## src/core/eltx_pkg.sv

```systemverilog
package eltx_pkg;
  // Core timing
  localparam int CORE_MHZ        = 250;
  localparam int LINK_HALF_CYC   = 20;
  localparam int LINK_QTR_CYC    = LINK_HALF_CYC / 2;
  localparam int STOP_MIN_EDGES  = 9;

  // Line timing, in microseconds or milliseconds as named
  localparam int WAKE_1000_US    = 16;
  localparam int WAKE_100_US     = 30;
  localparam int REFRESH_US      = 210;
  localparam int REFRESH_PER_US  = 21000;
  localparam int LINKUP_WAIT_MS  = 1000;
  // Longest times convert exactly to whole cycles
  localparam int WAKE_1000_CYC   = WAKE_1000_US * CORE_MHZ;
  localparam int WAKE_100_CYC    = WAKE_100_US * CORE_MHZ;
  localparam int REFRESH_CYC     = REFRESH_US * CORE_MHZ;
  localparam int QUIET_CYC       = (REFRESH_PER_US - REFRESH_US) * CORE_MHZ;
  localparam int LINKUP_WAIT_CYC = LINKUP_WAIT_MS * 1000 * CORE_MHZ;

  // Device management map
  localparam logic [7:0] BASIC_CTRL_OFS = 8'h00;
  localparam logic [7:0] WAIT_CFG_OFS   = 8'h10;
  localparam logic [7:0] DEV_STAT_OFS   = 8'h11;
  localparam logic [7:0] ADV_OFS        = 8'h3c;
  localparam int ADV_100_BIT     = 1;
  localparam int ADV_1000_BIT    = 2;
  localparam int RESTART_AN_BIT  = 9;
  localparam int WAIT_EN_BIT     = 0;
  localparam logic WAIT_EN_RST   = 1'b1;
  // Device status bits
  localparam int ST_TX_LPI = 0;
  localparam int ST_RX_LPI = 1;
  localparam int ST_CAP    = 2;
  localparam int ST_WAITED = 3;
  localparam int ST_ACT100 = 4;
  localparam int ST_ACT1G  = 5;

  // Controller APB map
  localparam logic [11:0] H_CTRL_OFS = 12'h000;
  localparam logic [11:0] H_STAT_OFS = 12'h004;
  localparam int HC_LPI_REQ = 0;
  localparam int HC_MODE_LO = 1;
  localparam int HC_STOP_EN = 3;
  localparam int HS_LPI     = 0;
  localparam int HS_STOPPED = 1;
  localparam int HS_CAP     = 2;

  // Low-power idle encoding: enable low, error high, data 0000_0001
  localparam logic [7:0] LPI_DATA = 8'h01;

  typedef enum logic [1:0] {
    ELTX_GMII      = 2'h0,
    ELTX_MII       = 2'h1,
    ELTX_RGMII_1G  = 2'h2,
    ELTX_RGMII_100 = 2'h3
  } eltx_mode_t;

  typedef enum logic [3:0] {
    LN_ACTIVE  = 4'h1,
    LN_QUIET   = 4'h2,
    LN_REFRESH = 4'h4,
    LN_WAKE    = 4'h8
  } eltx_line_t;

  typedef enum logic [2:0] {
    HT_IDLE    = 3'h1,
    HT_LPI     = 3'h2,
    HT_STOPPED = 3'h4
  } eltx_host_t;
endpackage

```

## src/core/eltx_if.sv

```systemverilog
`timescale 1ns/1ps
interface eltx_if;
  logic       gtx_clk;
  logic       mii_tx_clk;
  logic       tx_en;
  logic       tx_er;
  logic       tx_ctl;
  logic [7:0] txd;
  logic       clk_stop_cap;

  modport phy (input gtx_clk, tx_en, tx_er, tx_ctl, txd, output mii_tx_clk, clk_stop_cap);
  modport mac (output gtx_clk, tx_en, tx_er, tx_ctl, txd, input mii_tx_clk, clk_stop_cap);
endinterface

```

## src/core/eltx_phy_tx.sv

```systemverilog
`timescale 1ns/1ps
// Functional notes
// - Advertise bits 2/1 apply after restart
// - Strap sets power-up EEE default
// - Wake from LPI within speed limit
// - Transmit and receive LPI kept separate
// - Refresh bursts between quiet periods
// - Optional one-second wait after link up
// - GMII LPI code enters transmit LPI
// - MII LPI code enters transmit LPI
// - Stay while held, leave on change
// - MAC may stop clock after nine
// - MII transmit clock keeps running
// - RGMII 1G: both edges, two nibbles
// - RGMII 1G LPI code enters LPI
// - RGMII 1G exit on any change
// - RGMII 100: ctl both edges, nibble rise
// - RGMII 100 LPI code held
// - RGMII MAC stops clock, pins low
// - Restart bit clears itself
module eltx_phy_tx
  import eltx_pkg::*;
#(
  parameter int WAIT_CYC     = LINKUP_WAIT_CYC,
  parameter int WAKE100_CYC  = WAKE_100_CYC,
  parameter int QUIET_CYCLES = QUIET_CYC,
  parameter int REFR_CYCLES  = REFRESH_CYC
) (
  input  wire logic       core_clk,
  input  wire logic       rst_n,
  eltx_if.phy             link,
  input  wire eltx_mode_t mode,
  input  wire logic       eee_strap,
  input  wire logic       link_up,
  input  wire logic       rx_lpi,
  input  wire logic       mgmt_wr,
  input  wire logic       mgmt_rd,
  input  wire logic [7:0] mgmt_addr,
  input  wire logic [15:0] mgmt_wdata,
  output logic [15:0]     mgmt_rdata,
  output logic            tx_lpi,
  output logic            line_quiet,
  output logic            line_refresh,
  output logic            line_waking,
  output logic            dec_valid,
  output logic            dec_en,
  output logic            dec_er,
  output logic [7:0]      dec_data
);
  logic [11:0] s1_q, s2_q;
  logic        clk_prev_q, mii_clk_q;
  logic [7:0]  div_q;
  logic        strap_done_q, restart_q, wait_en_q, tx_lpi_q;
  logic [15:0] adv_q;
  logic [2:1]  act_q;
  logic [27:0] wait_q;
  logic [23:0] tmr_q;
  logic [3:0]  lo_q;
  logic        en_r_q, vld_q, en_q, er_q;
  logic [7:0]  d_q;
  eltx_line_t  line_q;

  logic s_clk, s_en, s_er, s_ctl, rise, fall, spd1g, is_rgmii, waited, eee_ok, match;
  logic [7:0] s_d;
  logic [23:0] wake_lim;

  // Pins pass two flops; the first stage feeds only the second
  always_ff @(posedge core_clk or negedge rst_n) begin
    if (!rst_n) begin
      s1_q <= 12'h000;
      s2_q <= 12'h000;
      clk_prev_q <= 1'b0;
    end else begin
      s1_q <= {link.gtx_clk, link.tx_en, link.tx_er, link.tx_ctl, link.txd};
      s2_q <= s1_q;
      clk_prev_q <= s2_q[11];
    end
  end

  assign s_clk    = s2_q[11];
  assign s_en     = s2_q[10];
  assign s_er     = s2_q[9];
  assign s_ctl    = s2_q[8];
  assign s_d      = s2_q[7:0];
  assign spd1g    = (mode == ELTX_GMII) || (mode == ELTX_RGMII_1G);
  assign is_rgmii = (mode == ELTX_RGMII_1G) || (mode == ELTX_RGMII_100);

  // MII clock is ours and never stops, LPI or not
  always_ff @(posedge core_clk or negedge rst_n) begin
    if (!rst_n) begin
      div_q <= 8'h00;
      mii_clk_q <= 1'b0;
    end else if (div_q == 8'(LINK_HALF_CYC - 1)) begin
      div_q <= 8'h00;
      mii_clk_q <= ~mii_clk_q;
    end else begin
      div_q <= div_q + 8'h01;
    end
  end
  assign link.mii_tx_clk   = mii_clk_q;
  assign link.clk_stop_cap = 1'b1;  // MAC may stop its clock after the LPI hold

  // Edges of whichever clock carries the transmit pins
  always_comb begin
    if (mode == ELTX_MII) begin
      rise = (div_q == 8'(LINK_HALF_CYC - 1)) && !mii_clk_q;
      fall = 1'b0;
    end else begin
      rise = s_clk && !clk_prev_q;
      fall = !s_clk && clk_prev_q;
    end
  end

  // Decode one transfer: single edge for GMII/MII, rise plus fall for RGMII
  always_ff @(posedge core_clk or negedge rst_n) begin
    if (!rst_n) begin
      lo_q <= 4'h0;
      en_r_q <= 1'b0;
      vld_q <= 1'b0;
      en_q <= 1'b0;
      er_q <= 1'b0;
      d_q <= 8'h00;
    end else begin
      vld_q <= 1'b0;
      if (is_rgmii) begin
        if (rise) begin
          en_r_q <= s_ctl;            // ctl on rise is enable
          lo_q <= s_d[3:0];
        end
        if (fall) begin
          en_q <= en_r_q;
          er_q <= s_ctl;              // ctl on fall is error
          d_q <= (mode == ELTX_RGMII_1G) ? {s_d[3:0], lo_q} : {4'h0, lo_q};
          vld_q <= 1'b1;
        end
      end else if (rise) begin
        en_q <= s_en;
        er_q <= s_er;
        d_q <= (mode == ELTX_MII) ? {4'h0, s_d[3:0]} : s_d;
        vld_q <= 1'b1;
      end
    end
  end

  // Same code fits every mode once the high nibble is zero-filled
  assign match = !en_q && er_q && (d_q == LPI_DATA);

  // Strap caught after reset release, then software owns the bits
  always_ff @(posedge core_clk or negedge rst_n) begin
    if (!rst_n) begin
      strap_done_q <= 1'b0;
      adv_q <= 16'h0000;
      act_q <= 2'h0;
      restart_q <= 1'b0;
      wait_en_q <= WAIT_EN_RST;
    end else begin
      strap_done_q <= 1'b1;
      if (!strap_done_q) begin
        adv_q[ADV_1000_BIT] <= eee_strap;
        adv_q[ADV_100_BIT] <= eee_strap;
        act_q <= {eee_strap, eee_strap};
      end else if (mgmt_wr && mgmt_addr == ADV_OFS) begin
        adv_q <= mgmt_wdata;
      end
      if (restart_q) begin
        act_q <= adv_q[ADV_1000_BIT:ADV_100_BIT];
      end
      // A fresh write of one beats the self-clear
      if (mgmt_wr && mgmt_addr == BASIC_CTRL_OFS) begin
        restart_q <= mgmt_wdata[RESTART_AN_BIT];
      end else begin
        restart_q <= 1'b0;
      end
      if (mgmt_wr && mgmt_addr == WAIT_CFG_OFS) begin
        wait_en_q <= mgmt_wdata[WAIT_EN_BIT];
      end
    end
  end

  // Read data is registered one cycle after the strobe
  always_ff @(posedge core_clk or negedge rst_n) begin
    if (!rst_n) begin
      mgmt_rdata <= 16'h0000;
    end else if (mgmt_rd) begin
      case (mgmt_addr)
        BASIC_CTRL_OFS: mgmt_rdata <= 16'(32'(restart_q) << RESTART_AN_BIT);
        ADV_OFS:        mgmt_rdata <= adv_q;
        WAIT_CFG_OFS:   mgmt_rdata <= 16'(32'(wait_en_q) << WAIT_EN_BIT);
        DEV_STAT_OFS:   mgmt_rdata <= {10'h000, act_q, waited, link.clk_stop_cap, rx_lpi, tx_lpi_q};
        default:        mgmt_rdata <= 16'h0000;
      endcase
    end
  end

  // One second of link before LPI, unless the wait is disabled
  always_ff @(posedge core_clk or negedge rst_n) begin
    if (!rst_n) begin
      wait_q <= 28'h0000000;
    end else if (!link_up) begin
      wait_q <= 28'h0000000;
    end else if (wait_q != 28'(WAIT_CYC)) begin
      wait_q <= wait_q + 28'h0000001;
    end
  end
  assign waited = (wait_q == 28'(WAIT_CYC)) || !wait_en_q;
  assign eee_ok = link_up && waited && (spd1g ? act_q[ADV_1000_BIT] : act_q[ADV_100_BIT]);

  // Transmit LPI; receive LPI is an independent input
  always_ff @(posedge core_clk or negedge rst_n) begin
    if (!rst_n) begin
      tx_lpi_q <= 1'b0;
    end else if (!eee_ok) begin
      tx_lpi_q <= 1'b0;
    end else if (vld_q) begin
      tx_lpi_q <= match;
    end
  end

  assign wake_lim = spd1g ? 24'(WAKE_1000_CYC) : 24'(WAKE100_CYC);

  // Line side: quiet, refresh, and a bounded wake on exit
  always_ff @(posedge core_clk or negedge rst_n) begin
    if (!rst_n) begin
      line_q <= LN_ACTIVE;
      tmr_q <= 24'h000000;
    end else begin
      tmr_q <= tmr_q + 24'h000001;
      case (line_q)
        LN_ACTIVE: begin
          tmr_q <= 24'h000000;
          if (tx_lpi_q) line_q <= LN_QUIET;
        end
        LN_QUIET: begin
          if (!tx_lpi_q) begin
            line_q <= LN_WAKE;
            tmr_q <= 24'h000000;
          end else if (tmr_q == 24'(QUIET_CYCLES - 1)) begin
            line_q <= LN_REFRESH;
            tmr_q <= 24'h000000;
          end
        end
        LN_REFRESH: begin
          if (!tx_lpi_q) begin
            line_q <= LN_WAKE;
            tmr_q <= 24'h000000;
          end else if (tmr_q == 24'(REFR_CYCLES - 1)) begin
            line_q <= LN_QUIET;
            tmr_q <= 24'h000000;
          end
        end
        LN_WAKE: begin
          // Ends one cycle short of the limit so wake stays under it
          if (tmr_q >= wake_lim - 24'h000002) line_q <= LN_ACTIVE;
        end
        default: line_q <= LN_ACTIVE;
      endcase
    end
  end

  assign tx_lpi       = tx_lpi_q;
  assign line_quiet   = line_q == LN_QUIET;
  assign line_refresh = line_q == LN_REFRESH;
  assign line_waking  = line_q == LN_WAKE;
  // Decoded stream keeps flowing so no frame is lost across a wake
  assign dec_valid    = vld_q;
  assign dec_en       = en_q;
  assign dec_er       = er_q;
  assign dec_data     = d_q;
endmodule // eltx_phy_tx

```

## src/flat_wrapper.sv

```systemverilog
// flat-port wrapper written by rule: the top's interface ports become plain ports
module eltx_phy_tx_flat import eltx_pkg::*;
#(
  parameter int WAIT_CYC     = LINKUP_WAIT_CYC,
  parameter int WAKE100_CYC  = WAKE_100_CYC,
  parameter int QUIET_CYCLES = QUIET_CYC,
  parameter int REFR_CYCLES  = REFRESH_CYC
)
  (core_clk, rst_n, mode, eee_strap, link_up, rx_lpi, mgmt_wr, mgmt_rd, mgmt_addr, mgmt_wdata, mgmt_rdata, tx_lpi, line_quiet, line_refresh, line_waking, dec_valid, dec_en, dec_er, dec_data, link_gtx_clk, link_tx_en, link_tx_er, link_tx_ctl, link_txd, link_mii_tx_clk, link_clk_stop_cap);
  eltx_if link_i ();
  input  wire logic core_clk;
  input  wire logic rst_n;
  input  wire eltx_mode_t mode;
  input  wire logic eee_strap;
  input  wire logic link_up;
  input  wire logic rx_lpi;
  input  wire logic mgmt_wr;
  input  wire logic mgmt_rd;
  input  wire logic [7:0] mgmt_addr;
  input  wire logic [15:0] mgmt_wdata;
  output logic [15:0] mgmt_rdata;
  output logic tx_lpi;
  output logic line_quiet;
  output logic line_refresh;
  output logic line_waking;
  output logic dec_valid;
  output logic dec_en;
  output logic dec_er;
  output logic [7:0] dec_data;
  input wire logic [$bits(link_i.gtx_clk)-1:0] link_gtx_clk;
  input wire logic [$bits(link_i.tx_en)-1:0] link_tx_en;
  input wire logic [$bits(link_i.tx_er)-1:0] link_tx_er;
  input wire logic [$bits(link_i.tx_ctl)-1:0] link_tx_ctl;
  input wire logic [$bits(link_i.txd)-1:0] link_txd;
  output wire logic [$bits(link_i.mii_tx_clk)-1:0] link_mii_tx_clk;
  output wire logic [$bits(link_i.clk_stop_cap)-1:0] link_clk_stop_cap;
  assign link_i.gtx_clk = link_gtx_clk;
  assign link_i.tx_en = link_tx_en;
  assign link_i.tx_er = link_tx_er;
  assign link_i.tx_ctl = link_tx_ctl;
  assign link_i.txd = link_txd;
  assign link_mii_tx_clk = link_i.mii_tx_clk;
  assign link_clk_stop_cap = link_i.clk_stop_cap;
  eltx_phy_tx #(.WAIT_CYC(WAIT_CYC), .WAKE100_CYC(WAKE100_CYC), .QUIET_CYCLES(QUIET_CYCLES), .REFR_CYCLES(REFR_CYCLES)) u_core (.core_clk(core_clk), .rst_n(rst_n), .link(link_i), .mode(mode), .eee_strap(eee_strap), .link_up(link_up), .rx_lpi(rx_lpi), .mgmt_wr(mgmt_wr), .mgmt_rd(mgmt_rd), .mgmt_addr(mgmt_addr), .mgmt_wdata(mgmt_wdata), .mgmt_rdata(mgmt_rdata), .tx_lpi(tx_lpi), .line_quiet(line_quiet), .line_refresh(line_refresh), .line_waking(line_waking), .dec_valid(dec_valid), .dec_en(dec_en), .dec_er(dec_er), .dec_data(dec_data));
endmodule
```

## config.mk

```make
export PLATFORM = sky130hd
export DESIGN_NAME = eltx_phy_tx_flat
export DESIGN_NICKNAME = d
export VERILOG_FILES = /design/src/core/eltx_pkg.sv /design/src/core/eltx_if.sv /design/src/core/eltx_phy_tx.sv /design/src/flat_wrapper.sv
export SDC_FILE = /design/constraint.sdc
export NUM_CORES = 1
export LEC_CHECK = 0
export BUFFER_PORTS_ARGS = -buffer_cell sky130_fd_sc_hd__buf_4
export CORE_MARGIN = 2
export CORE_UTILIZATION = 65
export CTS_BUF_LIST = sky130_fd_sc_hd__clkbuf_2
export CTS_CLUSTER_SIZE = 16
export DETAILED_ROUTE_END_ITERATION = 10
export PLACE_DENSITY_LB_ADDON = 0.25
export SYNTH_ARGS = -nofsm -noshare
export SYNTH_HDL_FRONTEND = slang
export SYNTH_SLANG_ARGS = --single-unit
```

## constraint.sdc

```tcl
create_clock -name core_clk -period 4.53 [get_ports core_clk]
set_input_delay 0.2265 -clock core_clk [delete_from_list [all_inputs] [get_ports core_clk]]
set_output_delay 0.2265 -clock core_clk [all_outputs]
set_load 0.01 [all_outputs]
```

# --- Yosys cells after proc, flatten, opt, wreduce, memory -nomap -nowiden ---
# Index checks and enable logic that the tools add are counted.
totals:
  regBits: 144
op_classes:
  mux: 41
  bitwise_logic: 1
  reduce_logical: 25
  n_eq_ne: 25
  n_lt_le_gt_ge: 1
  add_sub_neg: 4
op_table:
  columns: ["operator", "count"]
  rows:
  - ["24-bit two-way mux", 4]
  - ["24-bit case mux with 3 select lines", 1]
  - ["16-bit case mux with 4 select lines", 1]
  - ["28-bit two-way mux", 2]
  - ["8-bit two-way mux", 6]
  - ["28-bit by 1-bit adder with 28-bit output (second input constant)", 1]
  - ["28-bit equality test (second input constant)", 1]
  - ["28-bit != test (second input constant)", 1]
  - ["24-bit by 1-bit adder with 24-bit output (second input constant)", 1]
  - ["24-bit by 16-bit equality test with 1-bit output (second input constant)", 1]
  - ["24-bit by 23-bit equality test with 1-bit output (second input constant)", 1]
  - ["8-bit by 5-bit equality test with 1-bit output (second input constant)", 3]
  - ["24-bit greater-or-equal comparator", 1]
  - ["4-bit two-way mux", 6]
  - ["24-bit by 2-bit subtractor with 24-bit output (second input constant)", 1]
  - ["4-bit case mux with 4 select lines", 1]
  - ["1-bit two-way mux", 15]
  - ["13-bit two-way mux", 1]
  - ["1-bit logical AND", 10]
  - ["2-bit by 1-bit != test with 1-bit output (second input constant)", 5]
  - ["8-bit by 1-bit adder with 8-bit output (second input constant)", 1]
  - ["8-bit by 1-bit equality test with 1-bit output (second input constant)", 1]
  - ["8-bit by 6-bit equality test with 1-bit output (second input constant)", 1]
  - ["8-bit logical NOT", 1]
  - ["other kinds (17)", 30]

# --- Depth between registers and ports, before layout ---
depth:
  depth_word: 7
  mapped_depth: 7

# --- Least setup slack after synthesis ---
# OpenSTA, ideal clock, no wires.
synth_path:
  path_kind: "register to register"
  start: "register u_core.tmr_q[13]"
  end: "register u_core.tmr_q[13]"
  t_arrival_ns: 1.835
  setup_time_ns: 0.119
  setup_slack_ns: 2.576
  stages_incl_launch_ff: 7
  period_less_slack_ns: 1.954
  cell_sequence: "dfrtp_1 > or4_4 > nor4_4 > a21oi_2 > nor4_4 > buf_6 > nor2_1"
synth_between:
  elab_chain_len: 4
  word_cells_on_any_way: 8
synth_lines:
  columns: ["item", "line", "source"]
  rows:
  - ["from (decl)", "eltx_phy_tx.sv:57", "logic [23:0] tmr_q;"]
  - ["from (signal assigned)", "eltx_phy_tx.sv:227", "tmr_q <= tmr_q + 24'h000001;"]
  - ["24-bit by 1-bit adder with 24-bit output (tied with other cells)", "eltx_phy_tx.sv:227", null]
  - ["24-bit two-way mux (on tied branches)", "eltx_phy_tx.sv:246, eltx_phy_tx.sv:237", null]
  - ["24-bit two-way mux (on tied branches)", "eltx_phy_tx.sv:243, eltx_phy_tx.sv:234", null]
  - ["24-bit case mux with 3 select lines *", "eltx_phy_tx.sv:228", "case (line_q)"]
# Every way passes the cells marked *; elsewhere a longest branch is shown, timed or not.
# A chain may end at the register's enable or synchronous reset.

# --- Worst setup path after layout ---
layout_path:
  start: "register u_core.tmr_q[13]"
  end: "register u_core.tmr_q[9]"
layout_between:
  elab_chain_len: 4
  word_cells_on_any_way: 7
layout_lines:
  columns: ["item", "line"]
  rows:
  - ["24-bit by 16-bit equality test with 1-bit output / 24-bit by 23-bit equality test with 1-bit output (equally long branches)", "eltx_phy_tx.sv:246, eltx_phy_tx.sv:237"]
  - ["24-bit two-way mux (on tied branches)", "eltx_phy_tx.sv:246, eltx_phy_tx.sv:237"]
  - ["24-bit two-way mux (on tied branches)", "eltx_phy_tx.sv:243, eltx_phy_tx.sv:234"]
  - ["24-bit case mux with 3 select lines *", "eltx_phy_tx.sv:228"]
# Marks and branches as above.

==> results.sh <==
export IMPL_status="complete, no violations"
export IMPL_layout_nets=771
export IMPL_rsz0062_at_grt="no"
export IMPL_worstMarginPinSlew_ns=1.16
export IMPL_ys_types=57
export IMPL_detail_route_antenna_nets=0
export IMPL_grt_max_degree=101
export IMPL_reg2reg_from="u_core.tmr_q[13]$_DFF_PN0_"
export IMPL_io_buffers=76
export IMPL_critPathBufInv=0
export IMPL_clock_latency_ns=0.72
export IMPL_setup_viol=0
export IMPL_die_area_mm2=0.0110
export IMPL_hpwl_um=9030
export IMPL_wl_per_cell_um=16.4
export IMPL_cts_root_buf="clkbuf_2"
export IMPL_wl_um=14100
export IMPL_slew_headroom=0.219
export IMPL_ys_seq_area_frac=0.545
export IMPL_maxCapViolCount=0
export IMPL_synthArstFlopShare=1.00
export IMPL_postSynthCellCount=592
export IMPL_max_stage_delay_ns=0.88
export IMPL_fin_tns_setup_ns=0
export IMPL_clock_fmax_ghz=0.382
export IMPL_core_mm2=0.00982
export IMPL_crit_required_ns=5.10
export IMPL_synth_area_mm2=0.00662
export IMPL_initial_core_util=0.674
export IMPL_hp_start="mgmt_addr[5]"
export IMPL_crit_fanout=24
export IMPL_grt_pass1_wl_um=23900
export IMPL_gp_congestion=0.858
export IMPL_drcViolationCount=0
export IMPL_ir_drop_mv=0.274
export IMPL_hold_class="primary input to register"
export IMPL_grtUsageTotal=0.274
export IMPL_synth_top_area_cell="dfrtp_1"
export IMPL_final_area_mm2=0.00793
export IMPL_synth_most_common_cell="dfrtp_1"
export IMPL_cts_htree_levels=4
export IMPL_pwr_density_cell_mw_per_mm2=290
export IMPL_drt_iter0_markers=271
export IMPL_post_route_min_period_ns=2.62
export IMPL_drv_slew=0
export IMPL_ys_flop_type="dfrtp_1"
export IMPL_io_pins=78
export IMPL_routed_via_density=5.69
export IMPL_syn_area_per_cell_um2=11.2
export IMPL_hold_viol=0
export IMPL_antennaDiodeCount=0
export IMPL_cp_startpoint="u_core.tmr_q[13]$_DFF_PN0_"
export IMPL_first_global_vias=5048
export IMPL_cts_tree="done"
export IMPL_worst_setup_path_start_kind="register"
export IMPL_place_area_mm2=0.00727
export IMPL_cpMaxStageDelayCell="nor4_4"
export IMPL_drtPass1Iterations=4
export IMPL_setup_worst_path_end_class="register"
export IMPL_numCtsBuffers=17
export IMPL_fin_worst_skew_ns=0.0319
export IMPL_cp_arrival_ns=3.19
export IMPL_synth_common_cells="142 x dfrtp_1, 49 x nor2_1, 37 x nand2_1"
export IMPL_leakage_uw=0.00371
export IMPL_worstPathCellList="or4_4, nor4_4, a21oi_2, nor4_4, nor2_1"
export IMPL_clkTransAtPathRegs_ns=0.20
export IMPL_synth_seq_cells=144
export IMPL_vias=4896
export IMPL_dieHeight_um=105
export IMPL_crit_family="simple AND/OR/NAND/NOR gates"
export IMPL_area_growth_pct=19.8
export IMPL_clock_sinks=144
export IMPL_die_w_um=105
export IMPL_yosysWarnings=0
export IMPL_synthTopCellsByArea="dfrtp_1 54%, mux2_2 5.6%, xnor2_1 3.6%, xor2_1 3.6%, nor2_1 2.8%"
export IMPL_fillers=600
export IMPL_cpMostUsedCell="nor4_4"
export IMPL_cts_path_max_buffers=2
export IMPL_worstSetupPathType="register to register"
export IMPL_min_period_over_period=0.579
export IMPL_synth_edf_count=0
export IMPL_yosys_area_top_type_share=0.537
export IMPL_layout_drive_gt1_share=0.220
export IMPL_antenna_found_initial=0
export IMPL_rows=36
export IMPL_grt_overflow=0
layout make-up:
type,instances,area [µm²],area share
flip-flops and latches,144,3610,0.455
clock buffers,19,95.1,0.0120
clock inverters,12,120,0.0152
repair buffers,121,1020,0.129
multi-input cells,401,2800,0.354
inverters,30,113,0.0142
well taps,133,166,0.0210
through the flow:
| step | instances | setup slack [ns] | hold WS, ns | util | total power [µW] |
|---|---|---|---|---|---|
| floorplan | 593 | 2.58 | -0.0691 | - | 1480 |
| global placement | 785 | 1.98 | 0.332 | 0.740 | 1590 |
| detailed placement | 785 | 1.89 | 0.336 | 0.740 | 1600 |
| CTS | 859 | 1.86 | 0.00121 | 0.806 | 2310 |
| global route | 860 | 1.63 | 0.0107 | 0.807 | 2400 |
| finish | 860 | 1.91 | 0.0565 | 0.807 | 2300 |
sequential cells by signal, summed over array words and instances (netlist names), 2 cells and up:
signal,flops
u_core.s1_q,12
u_core.dec_data,8
u_core.line_q,4
u_core.wait_q,28
u_core.act_q,2
u_core.adv_q,16
u_core.div_q,8
u_core.s2_q,12
u_core.tmr_q,24
u_core.lo_q,4
u_core.mgmt_rdata,16
tightest hold or removal path, cell delays in order:
cell and delay (ns):
buf_4 0.11, nand4_1 0.12, nor3_4 0.12, nand3_1 0.10, o21ai_0 0.07
layer usage:
metal,routed length (µm),global-route usage,vias up
met1,5890,0.345,2387
met2,7140,0.456,152
li1,-,-,2316
met5,0,0,-
met3,684,0.0611,41
met4,378,0.126,0
where the power goes:
part | leakage, µW | switching, µW | internal, µW | total (µW)
logic | 0.00171 | 102 | 125 | 227
registers | 0.00187 | 40.6 | 1340 | 1380
clock network | 0.000134 | 446 | 248 | 693
logic make-up (layout without fill, tap and decap cells):
family,count (synthesis),in the layout,synth area share
other,1,2,0.000567
AOI/OAI and AO/OA,57,57,0.0518
adders and majority gates,11,11,0.0208
and+or+nand+nor,235,235,0.209
xor gates and xnor gates,54,54,0.0715
muxes,42,42,0.0698
buffers and inverters,48,182,0.0316
DFF,144,144,0.545
path summary, 6_finish.rpt:
check                           cells after the start                          endpoint  slack [ns]
worst max-delay path                                5         u_core.tmr_q[9]$_DFF_PN0_        1.91
worst min-delay path                                5  u_core.mgmt_rdata[7]$_DFFE_PN0P_        0.06
worst max register to register                      5         u_core.tmr_q[9]$_DFF_PN0_        1.91
worst min register to register                      0         u_core.s2_q[10]$_DFF_PN0_        0.38
max in group asynchronous                           3    u_core.dec_data[3]$_DFFE_PN0P_        3.29
min in group asynchronous                           2         u_core.tmr_q[4]$_DFF_PN0_        0.14
timing repair:
item / CTS / global route
hold endpoints to repair: 178 / 1
gates resized for setup: 0 / 0
hold buffers: 43 / 1
setup buffers: 0 / 0
layout by cell type, fill, tap and decap left out, drive strengths merged, types with 15 or more instances in the layout:
cell type,count
dfrtp,142
buf,77
nor2,49
dlygate4sd3,44
nand2,37
mux2,33
nand3,32
inv,30
xnor2,27
xor2,27
o21ai,22
and2,22
clkbuf,19
nor3,15
(Power assumes the default switching activity.)
